<file path="src/logic/pps_cfg.svh">
// Constants for the port priority shutdown block.
// Assumes a 50 MHz core clock; included by the package only, and the design uses its macros.
`ifndef PPS_CFG_SVH
`define PPS_CFG_SVH

`define PPS_NUM_PORTS 8
`define PPS_CLK_PERIOD_NS 20
`define PPS_SHUTDOWN_REQUEST_N_MIN_NS 5000
// Least time, so the cycle count rounds up
`define PPS_SHUTDOWN_REQUEST_N_MIN_CYC \
    ((`PPS_SHUTDOWN_REQUEST_N_MIN_NS + `PPS_CLK_PERIOD_NS - 1) / `PPS_CLK_PERIOD_NS)
`define PPS_CNT_W 9
`define PPS_EN_RST 8'h00

`endif

</file>
<file path="src/logic/pps_pkg.sv">
// Types shared by the port priority shutdown block and its bench.
// Assumes pps_cfg.svh is on the include path.
`include "pps_cfg.svh"

package pps_pkg;

    typedef logic [`PPS_NUM_PORTS-1:0] pps_mask_t;

    // Per-port detect and classify enables, one bit per port
    typedef struct packed {
        pps_mask_t detect;
        pps_mask_t classify;
    } pps_en_t;

endpackage

</file>
<file path="src/logic/pps_shutdown.sv">
// Priority-based emergency shutdown of the eight PSE ports.
// Assumes all inputs are synchronous to clk, except shutdown_request_n,
// which may come straight from a pin and is synchronised here.

`timescale 1ns/1ns

module pps_shutdown
    import pps_pkg::*;
#(
    parameter int unsigned CNT_W = `PPS_CNT_W,
    parameter logic [CNT_W-1:0] MIN_CYC =
        CNT_W'(`PPS_SHUTDOWN_REQUEST_N_MIN_CYC)
) (
    input wire logic clk,
    input wire logic rst_n,
    input wire logic shutdown_request_n,
    input wire pps_mask_t port_low_prio,
    input wire pps_mask_t port_on,
    input wire logic en_wr,
    input wire pps_en_t en_wr_data,
    output pps_en_t en_state,
    output pps_mask_t port_force_off,
    output pps_mask_t port_shut,
    output logic shutdown_active
);

    logic sync1_reg;
    logic sync2_reg;
    logic [CNT_W-1:0] cnt_reg;
    logic [CNT_W-1:0] cnt_next;
    logic active_reg;
    logic active_next;
    pps_mask_t force_off_reg;
    pps_mask_t shut_reg;
    pps_en_t en_reg;
    pps_en_t en_next;

    // Host write, then hardware clear of low-priority ports on top
    function automatic pps_mask_t en_update(
        input pps_mask_t cur,
        input pps_mask_t wdata,
        input logic wr,
        input logic clr,
        input pps_mask_t low
    );
        pps_mask_t v;
        v = wr ? wdata : cur;
        if (clr) begin
            v = v & ~low;
        end
        return v;
    endfunction

    always_ff @(posedge clk or negedge rst_n) begin
        if (!rst_n) begin
            sync1_reg <= 1'b1;
            sync2_reg <= 1'b1;
        end else begin
            sync1_reg <= shutdown_request_n;
            sync2_reg <= sync1_reg;
        end
    end

    always_comb begin
        if (sync2_reg) begin
            cnt_next = '0;
        end else if (cnt_reg == MIN_CYC) begin
            cnt_next = cnt_reg;
        end else begin
            cnt_next = cnt_reg + 1'b1;
        end
        active_next = (cnt_next == MIN_CYC);
    end

    always_ff @(posedge clk or negedge rst_n) begin
        if (!rst_n) begin
            cnt_reg <= '0;
        end else begin
            cnt_reg <= cnt_next;
        end
    end

    always_ff @(posedge clk or negedge rst_n) begin
        if (!rst_n) begin
            active_reg <= 1'b0;
        end else begin
            active_reg <= active_next;
        end
    end

    // bit set means low priority
    // Live priority is used so a port demoted mid-shutdown is also held off
    always_ff @(posedge clk or negedge rst_n) begin
        if (!rst_n) begin
            force_off_reg <= '0;
        end else if (active_next) begin
            force_off_reg <= port_low_prio;
        end else begin
            force_off_reg <= '0;
        end
    end

    // only powered ports
    // Record which ports were switched off when this shutdown qualified
    always_ff @(posedge clk or negedge rst_n) begin
        if (!rst_n) begin
            shut_reg <= '0;
        end else if (active_next && !active_reg) begin
            shut_reg <= port_low_prio & port_on;
        end else if (!active_next) begin
            shut_reg <= '0;
        end
    end

    // high priority kept
    // Clear wins over a host write so enables cannot return mid-shutdown
    always_comb begin
        en_next.detect = en_update(en_reg.detect, en_wr_data.detect,
            en_wr, active_next, port_low_prio);
        en_next.classify = en_update(en_reg.classify,
            en_wr_data.classify, en_wr, active_next, port_low_prio);
    end

    always_ff @(posedge clk or negedge rst_n) begin
        if (!rst_n) begin
            en_reg.detect <= `PPS_EN_RST;
            en_reg.classify <= `PPS_EN_RST;
        end else begin
            en_reg <= en_next;
        end
    end

    assign en_state = en_reg;
    assign port_force_off = force_off_reg;
    assign port_shut = shut_reg;
    assign shutdown_active = active_reg;

    property p_qualify;
        @(posedge clk) disable iff (!rst_n)
        $rose(active_reg) |-> $past(cnt_reg) == MIN_CYC - 1'b1;
    endproperty
    a_qualify: assert property (p_qualify)
        else $error("shutdown qualified before the minimum low time");

    property p_turn_off;
        @(posedge clk) disable iff (!rst_n)
        $rose(active_reg) |-> force_off_reg == $past(port_low_prio);
    endproperty
    a_turn_off: assert property (p_turn_off)
        else $error("low-priority ports not forced off at shutdown");

    property p_untouched;
        @(posedge clk) disable iff (!rst_n)
        $rose(active_reg) |->
            shut_reg == ($past(port_on) & $past(port_low_prio));
    endproperty
    a_untouched: assert property (p_untouched)
        else $error("shut mask does not match powered low-priority ports");

    property p_high_kept;
        @(posedge clk) disable iff (!rst_n)
        ##1 (force_off_reg & ~$past(port_low_prio)) == '0;
    endproperty
    a_high_kept: assert property (p_high_kept)
        else $error("high-priority port was forced off");

    property p_hold;
        @(posedge clk) disable iff (!rst_n)
        active_reg ##1 active_reg |-> force_off_reg == $past(port_low_prio);
    endproperty
    a_hold: assert property (p_hold)
        else $error("low-priority port released during shutdown");

    property p_no_force_idle;
        @(posedge clk) disable iff (!rst_n)
        !active_reg |-> force_off_reg == '0 && shut_reg == '0;
    endproperty
    a_no_force_idle: assert property (p_no_force_idle)
        else $error("port forced off without a shutdown");

    property p_clear;
        @(posedge clk) disable iff (!rst_n)
        active_reg |->
            ((en_reg.detect | en_reg.classify) & $past(port_low_prio)) == '0;
    endproperty
    a_clear: assert property (p_clear)
        else $error("enable of low-priority port survived shutdown");

    property p_keep;
        @(posedge clk) disable iff (!rst_n)
        !en_wr && !active_next |=> $stable(en_reg);
    endproperty
    a_keep: assert property (p_keep)
        else $error("enables changed with no write and no shutdown");

    property p_release;
        @(posedge clk) disable iff (!rst_n)
        sync2_reg |=> !active_reg;
    endproperty
    a_release: assert property (p_release)
        else $error("shutdown active after the input returned high");

    property p_short_pulse;
        @(posedge clk) disable iff (!rst_n)
        !active_reg && cnt_reg < MIN_CYC - 1'b1 |=> !active_reg;
    endproperty
    a_short_pulse: assert property (p_short_pulse)
        else $error("short low pulse triggered a shutdown");

endmodule

</file>
<file path="config.mk">
export PLATFORM = sky130hd
export DESIGN_NAME = pps_shutdown
export DESIGN_NICKNAME = d
export VERILOG_FILES = /design/src/logic/pps_pkg.sv /design/src/logic/pps_shutdown.sv
export VERILOG_INCLUDE_DIRS = /design/src /design/src/logic
export SDC_FILE = /design/constraint.sdc
export NUM_CORES = 1
export LEC_CHECK = 0
export BUFFER_PORTS_ARGS = -buffer_cell sky130_fd_sc_hd__buf_2
export CORE_ASPECT_RATIO = 0.8
export CORE_MARGIN = 3
export CORE_UTILIZATION = 49
export DETAILED_ROUTE_END_ITERATION = 7
export PLACE_DENSITY = 0.89
export SETUP_SLACK_MARGIN = 0.02
export SYNTH_ARGS = -nofsm -noshare
export SYNTH_HDL_FRONTEND = slang
export SYNTH_SLANG_ARGS = --single-unit
export TNS_END_PERCENT = 50
</file>
<file path="constraint.sdc">
create_clock -name clk -period 2.3 [get_ports clk]
set_input_delay 0.46 -clock clk [delete_from_list [all_inputs] [get_ports clk]]
set_output_delay 0.46 -clock clk [all_outputs]
set_load 0.03 [all_outputs]
</file>
== Word-level counts from Yosys, hierarchy flattened ==
Index checks and enable logic that the tools add are counted.
W data, S select, Z words.

* Output and inout port bits: 33
* Input port bits: 36
* Word-level logic and storage cells: 27
* Bits in registers: 44

* Mux-type cells: 9
* Eq/ne operators: 3
* Add/subtract/negate cells: 1
* Reductions and logical operators: 2
* Bitwise logic cells: 4

{| class="wikitable"
|+ Operators with widths
! operator !! number
|-
| $mux W8 || 7
|-
| $and A8 B8 Y8 || 3
|-
| $eq A9 B8 Y1 const B || 2
|-
| $mux W9 || 2
|-
| $add A9 B1 Y9 const B || 1
|-
| $not A8 Y8 || 1
|-
| $ne A2 B1 Y1 const B || 1
|-
| $logic_and A1 B1 Y1 || 1
|-
| $logic_not A1 Y1 || 1
|}

== Logic depth before layout (Yosys ltp) ==
Gate-level depths: netlist (run 1).

* Depth after elaboration: 6
* Mapped depth: 8
* Gate-level depth less buffers: 7

== Least setup slack after synthesis (run 1) ==
OpenSTA, ideal clock, no wires.

* Path type: reg-to-reg
* From: register cnt_reg[0]
* To: register en_reg (netlist bit en_state[0])
* Arrival time: 1956 ps
* Stages on the path, launching flop included: 8
* Slack: 222 ps
* Clock period less this slack: 2078 ps
* Buffers on the path: 1
* Library setup time: 122 ps
* Cells stage by stage: dfrtp_1 ha_1 nand2_1 o31a_1 or4_4 a21boi_4 buf_4 a21oi_1

{| class="wikitable"
|+ RTL lines
! item !! RTL line !! text
|-
| start, declared || pps_shutdown.sv:29 || <nowiki>logic [CNT_W-1:0] cnt_reg;</nowiki>
|-
| start signal, assigned || pps_shutdown.sv:79 || <nowiki>cnt_reg <= cnt_next;</nowiki>
|-
| end signal, assigned || pps_shutdown.sv:129 || <nowiki>en_reg <= en_next;</nowiki>
|-
| end, declared || pps_shutdown.sv:35 || <nowiki>pps_en_t en_reg;</nowiki>
|}

==> flow_summary_export.csv, run 1 <==
group,metric,value,unit
run_status,status,"completed",
floorplan,rows,19,
global_routing,grt_pass1_wl,7490,microns
floorplan,initial_utilization,53.6,%
placement,dp_slack,0.186,ns
route,routedWlPerCell,15.5,microns
worst_setup_path,r2r-end,"en_state[4]$_DFF_PN0_",
placement,numPortBuffers,68,
worst_setup_path,criticalPathCategory,"reg -> reg",
clock_network,cts_sinks,44,
logic_synthesis,yosysUniqueCellTypes,36,
sta,final.setup.tns,0,ns
sta,fin_crit_sh,92.6,%
clock_network,numCtsBuffers,5,
logic_synthesis,syn_inst,172,
logic_synthesis,ys_warn_count,0,
logic_synthesis,ys_seq_area_share,57.4,%
clock_network,h-tree-depth,2,
route,first_pass_iters,4,
finish,area_delta_synth_final,26.9,%
sta,setup_ws,0.169,ns
flow_run,cap_viol_max_count,0,
route,detailroute.via_count,1583,
sta,clock.fmax,469,MHz
min_path,hp-class,"in -> async",
global_routing,grt.total_usage,21.0,%
global_routing,grt_pass1_vias,1614,
global_routing,grt_max_degree,45,
sta,setup_violations,0,
finish,num_antenna_cells,0,
logic_synthesis,synth-xor-area-share,2.73,%
logic_synthesis,muxShareOfSynthArea,8.33,%
clock_network,cts_max_path_buffers,2,
sta,worst_pin_slew,0.530,ns
worst_setup_path,cp.required,2.49,ns
route,drt-vias-per-instance,5.33,
logic_synthesis,synth_fa_ha_area_share,1.30,%
floorplan,dieHeight,62.0,microns
clock_network,cts_tree,"built",
sta,rsz0062_at_grt,"no",
floorplan,die_w,76.0,microns
power,power_density,672,mW/mm^2
logic_synthesis,synth_nets,210,
logic_synthesis,synth_compound_area_share,11.5,%
sta,maxSlewViolCount,0,
power,p_leak,1.28,nW
finish,drive_gt1_share,35.5,%
worst_setup_path,r2r_slack,0.17,ns
placement,gp_congestion,0.857,
logic_synthesis,synth-seq-cells,44,
clock_network,clock_latency,0.30,ns
worst_setup_path,r2r-start,"cnt_reg[0]$_DFF_PN0_",
power,finalPower,1.64,mW
sta,hold_viol,0,
placement,dpl.hpwl,3400,microns
route,drc,0,
clock_network,post_cts_resized,0,
power,ir_drop,455,uV
finish,utilization,68.0,%
clock_network,clockRootBuffer,"clkbuf_8",
floorplan,die_area,0.00472,sq mm
clock_network,ctsHoldBuffers,0,
worst_setup_path,endpoint_kind,"flip-flop",
route,ant_nets,0,
finish,largest_reg_flops,16,
worst_setup_path,arrival,2.32,ns
floorplan,core-area,0.00359,sq mm
worst_setup_path,reg2reg_depth,8,
logic_synthesis,synth_area,0.00192,sq mm
sta,slew_headroom,64.6,%
global_routing,overflow,0,
logic_synthesis,synth-simple-area-share,16.1,%
route,drtIter0Drc,125,
placement,place_area,0.00233,sq mm
clock_network,cts_setup_buffers,0,
route,wirelength,4610,microns
finish,nNetsFinal,282,
finish,stdcell_area,0.00244,sq mm
global_routing,antenna_found_initial,0,
logic_synthesis,synth.avg_cell_area,11.2,sq um
floorplan,io_pins,69,
sta,skew,0.00775,ns
worst_setup_path,critPathLaunchType,"flip-flop",
worst_setup_path,crit_fanout,24,
sta,min_period,2.13,ns
logic_synthesis,synth_top_family_by_area,"simple AND/OR/NAND/NOR gates",
clock_network,clk_pin_slew,0.08,ns
[cells by family after synthesis]
family / Yosys count
XOR/XNOR: 6
multiplexers: 16
flip-flops: 44
adder cells (fa/ha/maj): 2
AO/OA/AOI/OAI: 35
AND/OR/NAND/NOR: 59
buffers and inverters: 10
[layer usage]
layer	global-route usage, %	part of all wire (%)
met1	24.4	42
met2	36.1	48
met3	8.50	8.5
met4	8.53	1.7
met5	0	0
[critical path, cell delays in order, from the launching register on]
cell and delay, ns:
dfrtp_1 0.44, ha_1 0.24, buf_4 0.15, xnor2_1 0.19, o311a_1 0.20, o221a_2 0.30
a21boi_4 0.24, buf_12 0.17, a21oi_1 0.08
[cell usage after synthesis, drive strengths merged]
cell type / number / area share, %
o21ai: 8 / 2.1
nor3: 1 / 0.26
o31a: 1 / 0.46
o21ba: 1 / 0.52
xnor2: 4 / 1.8
a21o: 1 / 0.39
nand4b: 1 / 0.46
xor2: 2 / 0.91
nand2b: 1 / 0.33
o31ai: 1 / 0.39
nand3: 3 / 0.78
nor4: 3 / 1.3
o32ai: 1 / 0.46
nand2: 20 / 4.0
mux2i: 16 / 8.3
a21oi: 18 / 4.7
o311a: 1 / 0.52
buf: 2 / 0.98
and3: 9 / 2.9
and2: 9 / 2.9
dfstp: 2 / 2.7
o221a: 1 / 0.59
a21boi: 1 / 0.98
nand4: 2 / 0.65
nor2: 8 / 1.6
a2111oi: 1 / 0.46
or4: 1 / 0.59
or3: 1 / 0.33
ha: 2 / 1.3
clkbuf: 5 / 1.0
inv: 3 / 0.59
dfrtp: 42 / 55
[stage by stage]
| step | std cells | hold slack [ns] |
|---|---|---|
| global route | 297 | 0.247 |
| floorplan | 172 | 0.164 |
| global placement | 289 | 0.348 |
| detailed placement | 289 | 0.348 |
| finish | 297 | 0.223 |
| CTS | 297 | 0.235 |
[placed cells by master (no fill, tap or decap), types with 2 or more instances in the layout]
cell / n
and3_1: 9
dfstp_2: 2
buf_4: 3
nand2_1: 19
nor4_1: 2
o21ai_0: 8
dfrtp_1: 42
xor2_1: 2
clkbuf_8: 5
buf_2: 68
a21oi_1: 18
and2_1: 9
nand4_1: 2
ha_1: 2
nor2_1: 8
inv_1: 3
mux2i_1: 16
nand3_1: 3
xnor2_1: 4
[report_power, final]
| part | leakage, nW | internal (mW) | switching, mW |
|---|---|---|---|
| Clock | 0.0552 | 0.322 | 0.258 |
| Combinational | 0.655 | 0.0805 | 0.143 |
| Sequential | 0.569 | 0.809 | 0.0280 |
[area by class of cell]
class                      count  area [sq um]
inverter                       3          11.3
timing repair buffer          72           383
multi-input combinational    118           769
tap                           52          65.1
fill                         270          1150
clock inverter                 2          35.0
sequential                    44          1100
clock buffer                   6          72.6
[how the worst max path moves through the flow]
stage	startpoint	end	slack, ns	cells past startpoint
6_report	cnt_reg[0]$_DFF_PN0_	en_state[4]$_DFF_PN0_	0.17	8
5_1_grt	cnt_reg[0]$_DFF_PN0_	port_shut[4]$_DFFE_PN0P_	0.03	8
4_1_cts	cnt_reg[0]$_DFF_PN0_	en_state[15]$_DFF_PN0_	0.18	8
3_5_place_dp	cnt_reg[0]$_DFF_PN0_	en_state[4]$_DFF_PN0_	0.19	8
3_3_place_gp	cnt_reg[0]$_DFF_PN0_	en_state[13]$_DFF_PN0_	0.25	8
2_1_floorplan	cnt_reg[0]$_DFF_PN0_	en_state[0]$_DFF_PN0_	0.22	7
No activity file was read; power rests on OpenSTA's default activity.
==> run 2: changes to the inputs <==
- PLACE_DENSITY: 0.89 -> 0.87
==> run 2 against run 1 <==
Worst setup slack worse by 0.044 ns. Clock power decreased by 16%. Design area barely moved. Highest routed layer unchanged. Wire length decreased by 1.3%. Via count fell by 2.0%. Die area unchanged. Maximum frequency is 2.0% lower. Cell count increased by 0.67%. Sequential share of layout area about the same. Critical path type unchanged. Critical path depth shrank 1. Non-clock buffer count increased by 2.
==> flow_summary_export.csv, run 2 (synthesized netlist as in run 1, its figures left out) <==
group,metric,value,unit
run_status,status,"completed",
worst_setup_path,crit_fanout,24,
worst_setup_path,cp_cell_sequence,"ha_1 > nand2_1 > o31a_1 > or4_4 > a21boi_4 > buf_12 > a21oi_1",
clock_network,ctsHoldBuffers,0,
global_routing,grt_pass1_wl,7410,microns
finish,nFillCells,295,
floorplan,die_area,0.00472,sq mm
finish,final_cell_mix,"buf_2, dfrtp_1, nand2_1",
route,wirelength,4550,microns
clock_network,cts_sinks,44,
min_path,hp-class,"in -> async",
finish,multi_input_area,769,sq um
sta,skew,0.00546,ns
power,p_leak,1.28,nW
floorplan,dieHeight,62.0,microns
clock_network,cts_setup_buffers,0,
worst_setup_path,slowest_delay,0.51,ns
global_routing,antenna_found_initial,0,
sta,fin_crit_sh,94.6,%
finish,utilization,68.0,%
placement,dp_slack,0.147,ns
floorplan,rows,19,
sta,clock.fmax,460,MHz
sta,setup_violations,0,
finish,area_delta_synth_final,26.9,%
power,ir_drop,435,uV
route,first_pass_iters,5,
placement,place_area,0.00235,sq mm
clock_network,numCtsBuffers,5,
power,power_density,633,mW/mm^2
sta,maxSlewViolCount,0,
sta,setup_ws,0.125,ns
worst_setup_path,slowest_stage,"or4_4",
worst_setup_path,critPathLaunchType,"flip-flop",
finish,stdcell_area,0.00244,sq mm
sta,worst_pin_slew,0.486,ns
sta,final.setup.tns,0,ns
clock_network,cts_max_path_buffers,2,
clock_network,h-tree-depth,2,
clock_network,clockRootBuffer,"clkbuf_8",
clock_network,post_cts_resized,0,
floorplan,die_w,76.0,microns
finish,regArea,0.00110,sq mm
worst_setup_path,crit_family,"simple AND/OR/NAND/NOR gates",
floorplan,io_pins,69,
finish,final_common_cell,"buf_2",
global_routing,grt_max_degree,25,
route,ant_nets,0,
clock_network,clk_pin_slew,0.08,ns
finish,instances_no_fill,299,
placement,post-place-cells,291,
global_routing,grt.total_usage,20.7,%
finish,largest_reg_flops,16,
clock_network,clock_latency,0.29,ns
route,drc,0,
sta,hold_viol,0,
route,detailroute.via_count,1552,
power,finalPower,1.55,mW
floorplan,core-area,0.00359,sq mm
worst_setup_path,criticalPathCategory,"reg -> reg",
route,drt-vias-per-instance,5.19,
flow_run,cap_viol_max_count,0,
route,drtIter0Drc,109,
floorplan,initial_utilization,53.6,%
placement,dpl.hpwl,3420,microns
worst_setup_path,cp.required,2.47,ns
route,routedWlPerCell,15.2,microns
worst_setup_path,arrival,2.35,ns
sta,slew_headroom,67.6,%
sta,min_period,2.18,ns
sta,rsz0062_at_grt,"no",
sta,timing.hold.ws,0.105,ns
placement,gp_congestion,0.807,
finish,nNetsFinal,284,
finish,num_antenna_cells,0,
clock_network,cts_tree,"built",
global_routing,overflow,0,
worst_setup_path,path_buf_inv,1,
worst_setup_path,endpoint_kind,"flip-flop",
placement,numPortBuffers,68,
finish,drive_gt1_share,36.0,%
global_routing,grt_pass1_vias,1557,
-- run 2: layer usage --
| metal | vias up | part of all wire (%) | track usage, % | routed length (microns) |
|---|---|---|---|---|
| li1 | 751 | - | - | - |
| met5 | - | 0 | 0 | 0 |
| met4 | 0 | 1.9 | 8.53 | 88 |
| met1 | 738 | 43 | 25.8 | 1950 |
| met3 | 11 | 5.5 | 3.89 | 249 |
| met2 | 52 | 50 | 37.0 | 2260 |
-- run 2: worst paths after layout --
path	cells past startpoint	slack [ns]	to	start
hold / removal	1	0.11	port_shut[2]$_DFFE_PN0P_	rst_n
hold reg to reg	0	0.36	sync2_reg$_DFF_PN1_	sync1_reg$_DFF_PN1_
max in group asynchronous	2	1.61	sync1_reg$_DFF_PN1_	rst_n
min in group clk	1	0.26	sync1_reg$_DFF_PN1_	shutdown_request_n
setup reg to reg	7	0.12	en_state[12]$_DFF_PN0_	cnt_reg[0]$_DFF_PN0_
setup / recovery	7	0.12	en_state[12]$_DFF_PN0_	cnt_reg[0]$_DFF_PN0_
-- run 2: final cells by class --
| cell class | instances | share of cell area, % |
|---|---|---|
| flip-flops and latches | 44 | 45.2 |
| multi-input cells | 118 | 31.5 |
| repair buffers | 74 | 16.3 |
| clock buffers | 7 | 3.54 |
| well taps | 52 | 2.67 |
| inverters | 3 | 0.461 |
| clock inverters | 1 | 0.308 |
-- run 2: worst register-to-register path, cell delays in order (launching register included) --
cell      delay (ns)
dfrtp_1         0.45
ha_1            0.21
nand2_1         0.13
o31a_1          0.29
or4_4           0.51
a21boi_4        0.21
buf_12          0.18
a21oi_1         0.09
-- run 2: report_power, final --
part	total, mW	switching (mW)	internal (mW)
Clock	0.485	0.241	0.244
Sequential	0.836	0.0272	0.809
Combinational	0.225	0.143	0.0817
==> run 3: changes to the inputs <==
- ABC_AREA: not set -> 1
- CORE_UTILIZATION: 49 -> 50
==> run 3 against run 2 <==
Die area up 5.8%. Sequential power down 0.8%. Synthesized area up 8.6%. Largest power group unchanged.
==> flow_summary_export.csv, run 3 <==
group,metric,value,unit
clock_network,post_cts_resized,0,
route,drc,0,
route,detailroute.via_count,1567,
sta,fin_crit_sh,88.3,%
logic_synthesis,synth_edf_count,0,
logic_synthesis,yosysTopAreaCellShare,50.3,%
sta,min_period,2.03,ns
worst_setup_path,r2r-start,"cnt_reg[0]$_DFF_PN0_",
worst_setup_path,cp_cell_sequence,"inv_1 > ha_1 > nand2_1 > nor2_2 > nand2_1 > nand3_1 > nand2_1 > nor2_8 > nand2_8 > nor2_4 > nor2_2",
logic_synthesis,yosysUniqueCellTypes,26,
logic_synthesis,synth.area.top_cells,"dfrtp_1, mux2i_1, nor2_4",
finish,regArea,0.00110,sq mm
floorplan,initial_utilization,53.5,%
route,wirelength,4320,microns
sta,final.setup.tns,0,ns
finish,nNetsFinal,314,
sta,worst_pin_slew,0.620,ns
sta,maxSlewViolCount,0,
worst_setup_path,r2r-end,"en_state[2]$_DFF_PN0_",
logic_synthesis,synth-seq-cells,44,
finish,largest_reg_flops,16,
worst_setup_path,slowest_stage,"dfrtp_1",
worst_setup_path,criticalPathCategory,"reg -> reg",
logic_synthesis,synth_area,0.00209,sq mm
global_routing,grt_pass1_wl,7690,microns
logic_synthesis,synth.most_common_cell,"dfrtp_1",
clock_network,cts_max_path_buffers,2,
placement,gp_congestion,0.862,
logic_synthesis,ys.flop_type,"dfrtp_1",
worst_setup_path,r2r_slack,0.27,ns
logic_synthesis,synth_nets,242,
logic_synthesis,ys_top_cells_by_count,"dfrtp_1, inv_1, nand2_1, nor2_1",
clock_network,clockRootBuffer,"clkbuf_8",
placement,numPortBuffers,68,
sta,rsz0062_at_grt,"no",
floorplan,die_w,78.3,microns
global_routing,antenna_found_initial,0,
power,p_leak,1.46,nW
route,drtIter0Drc,54,
floorplan,core-area,0.00390,sq mm
route,first_pass_iters,4,
placement,post-place-cells,324,
global_routing,grt_max_degree,30,
sta,hold_viol,0,
sta,skew,0.00654,ns
min_path,hp-class,"in -> async",
clock_network,ctsHoldBuffers,0,
worst_setup_path,critPathLaunchType,"flip-flop",
global_routing,overflow,0,
worst_setup_path,crit_fanout,17,
worst_setup_path,slowest_delay,0.43,ns
clock_network,clock_latency,0.31,ns
power,ir_drop,580,uV
global_routing,grt.total_usage,19.9,%
worst_setup_path,crit_top_cell,"nand2_1",
finish,drive_gt1_share,41.5,%
global_routing,grt_pass1_vias,1579,
floorplan,dieHeight,63.8,microns
floorplan,io_pins,69,
finish,area_delta_synth_final,24.5,%
finish,final_common_cell,"buf_2",
clock_network,numCtsBuffers,5,
clock_network,cts_setup_buffers,0,
finish,final_cell_mix,"buf_2, dfrtp_1, inv_1",
clock_network,cts_tree,"built",
clock_network,h-tree-depth,2,
finish,multi_input_area,837,sq um
run_status,status,"completed",
worst_setup_path,reg2reg_depth,11,
flow_run,cap_viol_max_count,0,
worst_setup_path,cp.required,2.50,ns
logic_synthesis,syn_inst,204,
route,drt-vias-per-instance,4.72,
clock_network,clk_pin_slew,0.09,ns
placement,dpl.hpwl,3320,microns
logic_synthesis,yosys.area.top_type,"dfrtp_1",
worst_setup_path,endpoint_kind,"flip-flop",
sta,setup_violations,0,
logic_synthesis,async_flop_share,100,%
sta,clock.fmax,492,MHz
worst_setup_path,arrival,2.23,ns
clock_network,cts_sinks,44,
finish,nFillCells,325,
route,routedWlPerCell,13.0,microns
floorplan,rows,20,
finish,num_antenna_cells,0,
sta,slew_headroom,58.7,%
power,power_density,643,mW/mm^2
route,ant_nets,0,
logic_synthesis,ys_seq_area_share,52.8,%
floorplan,die_area,0.00499,sq mm
logic_synthesis,synth.avg_cell_area,10.2,sq um
finish,instances_no_fill,332,
logic_synthesis,ys_warn_count,0,
power,finalPower,1.67,mW
[run 3: cell type report]
cell class              count  area share [%]
multi-input cells         124            32.2
flip-flops and latches     44            42.4
well taps                  55            2.65
clock buffers               5            2.65
clock inverters             3            1.78
repair buffers             71            14.0
inverters                  30            4.33
[run 3: worst max-delay path: cells and delay by family (launching register included)]
| family | cells | cell delay, ns |
|---|---|---|
| and+or+nand+nor | 9 | 1.24 |
| buffers and inverters | 1 | 0.09 |
| adders and majority gates | 1 | 0.14 |
| DFF | 1 | 0.43 |
[run 3: stage by stage]
step	hold slack (ns)	area [sq um]	setup WS, ns	util (%)
after floorplan	0.164	2090	0.579	-
after global placement	0.348	2480	0.349	63.7
after detailed placement	0.350	2480	0.293	63.7
after CTS	0.181	2600	0.259	66.6
after global routing	0.217	2600	0.0426	66.6
final	0.162	2600	0.269	66.6
[run 3: report_power, final]
part	switching [mW]	total, mW	internal, mW	leakage (nW)
sequential	0.0200	0.829	0.809	0.569
combinational	0.150	0.232	0.0819	0.836
clock	0.285	0.612	0.327	0.0548
[run 3: cells by family (layout without fill, tap and decap cells)]
kind of cell | after synthesis | count (layout) | share of synthesized area (%)
DFF | 44 | 44 | 52.8
xor gates and xnor gates | 2 | 2 | 0.839
buffers and inverters | 36 | 109 | 7.07
muxes | 16 | 16 | 7.67
AOI/OAI and AO/OA | 6 | 6 | 1.62
and+or+nand+nor | 98 | 98 | 28.8
adders and majority gates | 2 | 2 | 1.20
[run 3: worst max-delay path by stage]
stage / from / to
floorplan: cnt_reg[0]$_DFF_PN0_ / en_state[0]$_DFF_PN0_
global placement: cnt_reg[0]$_DFF_PN0_ / en_state[1]$_DFF_PN0_
detailed placement: cnt_reg[0]$_DFF_PN0_ / en_state[2]$_DFF_PN0_
CTS: cnt_reg[0]$_DFF_PN0_ / en_state[2]$_DFF_PN0_
global route: cnt_reg[0]$_DFF_PN0_ / en_state[11]$_DFF_PN0_
finish: cnt_reg[0]$_DFF_PN0_ / en_state[2]$_DFF_PN0_
[run 3: metal layers]
layer  share of wire (%)  up-vias  GRT usage, %
li1                    -      801             -
met1                  48      709          28.9
met2                  44       51          29.4
met3                 6.7        6          5.63
met4                 1.2        0          5.68
met5                   0        -             0
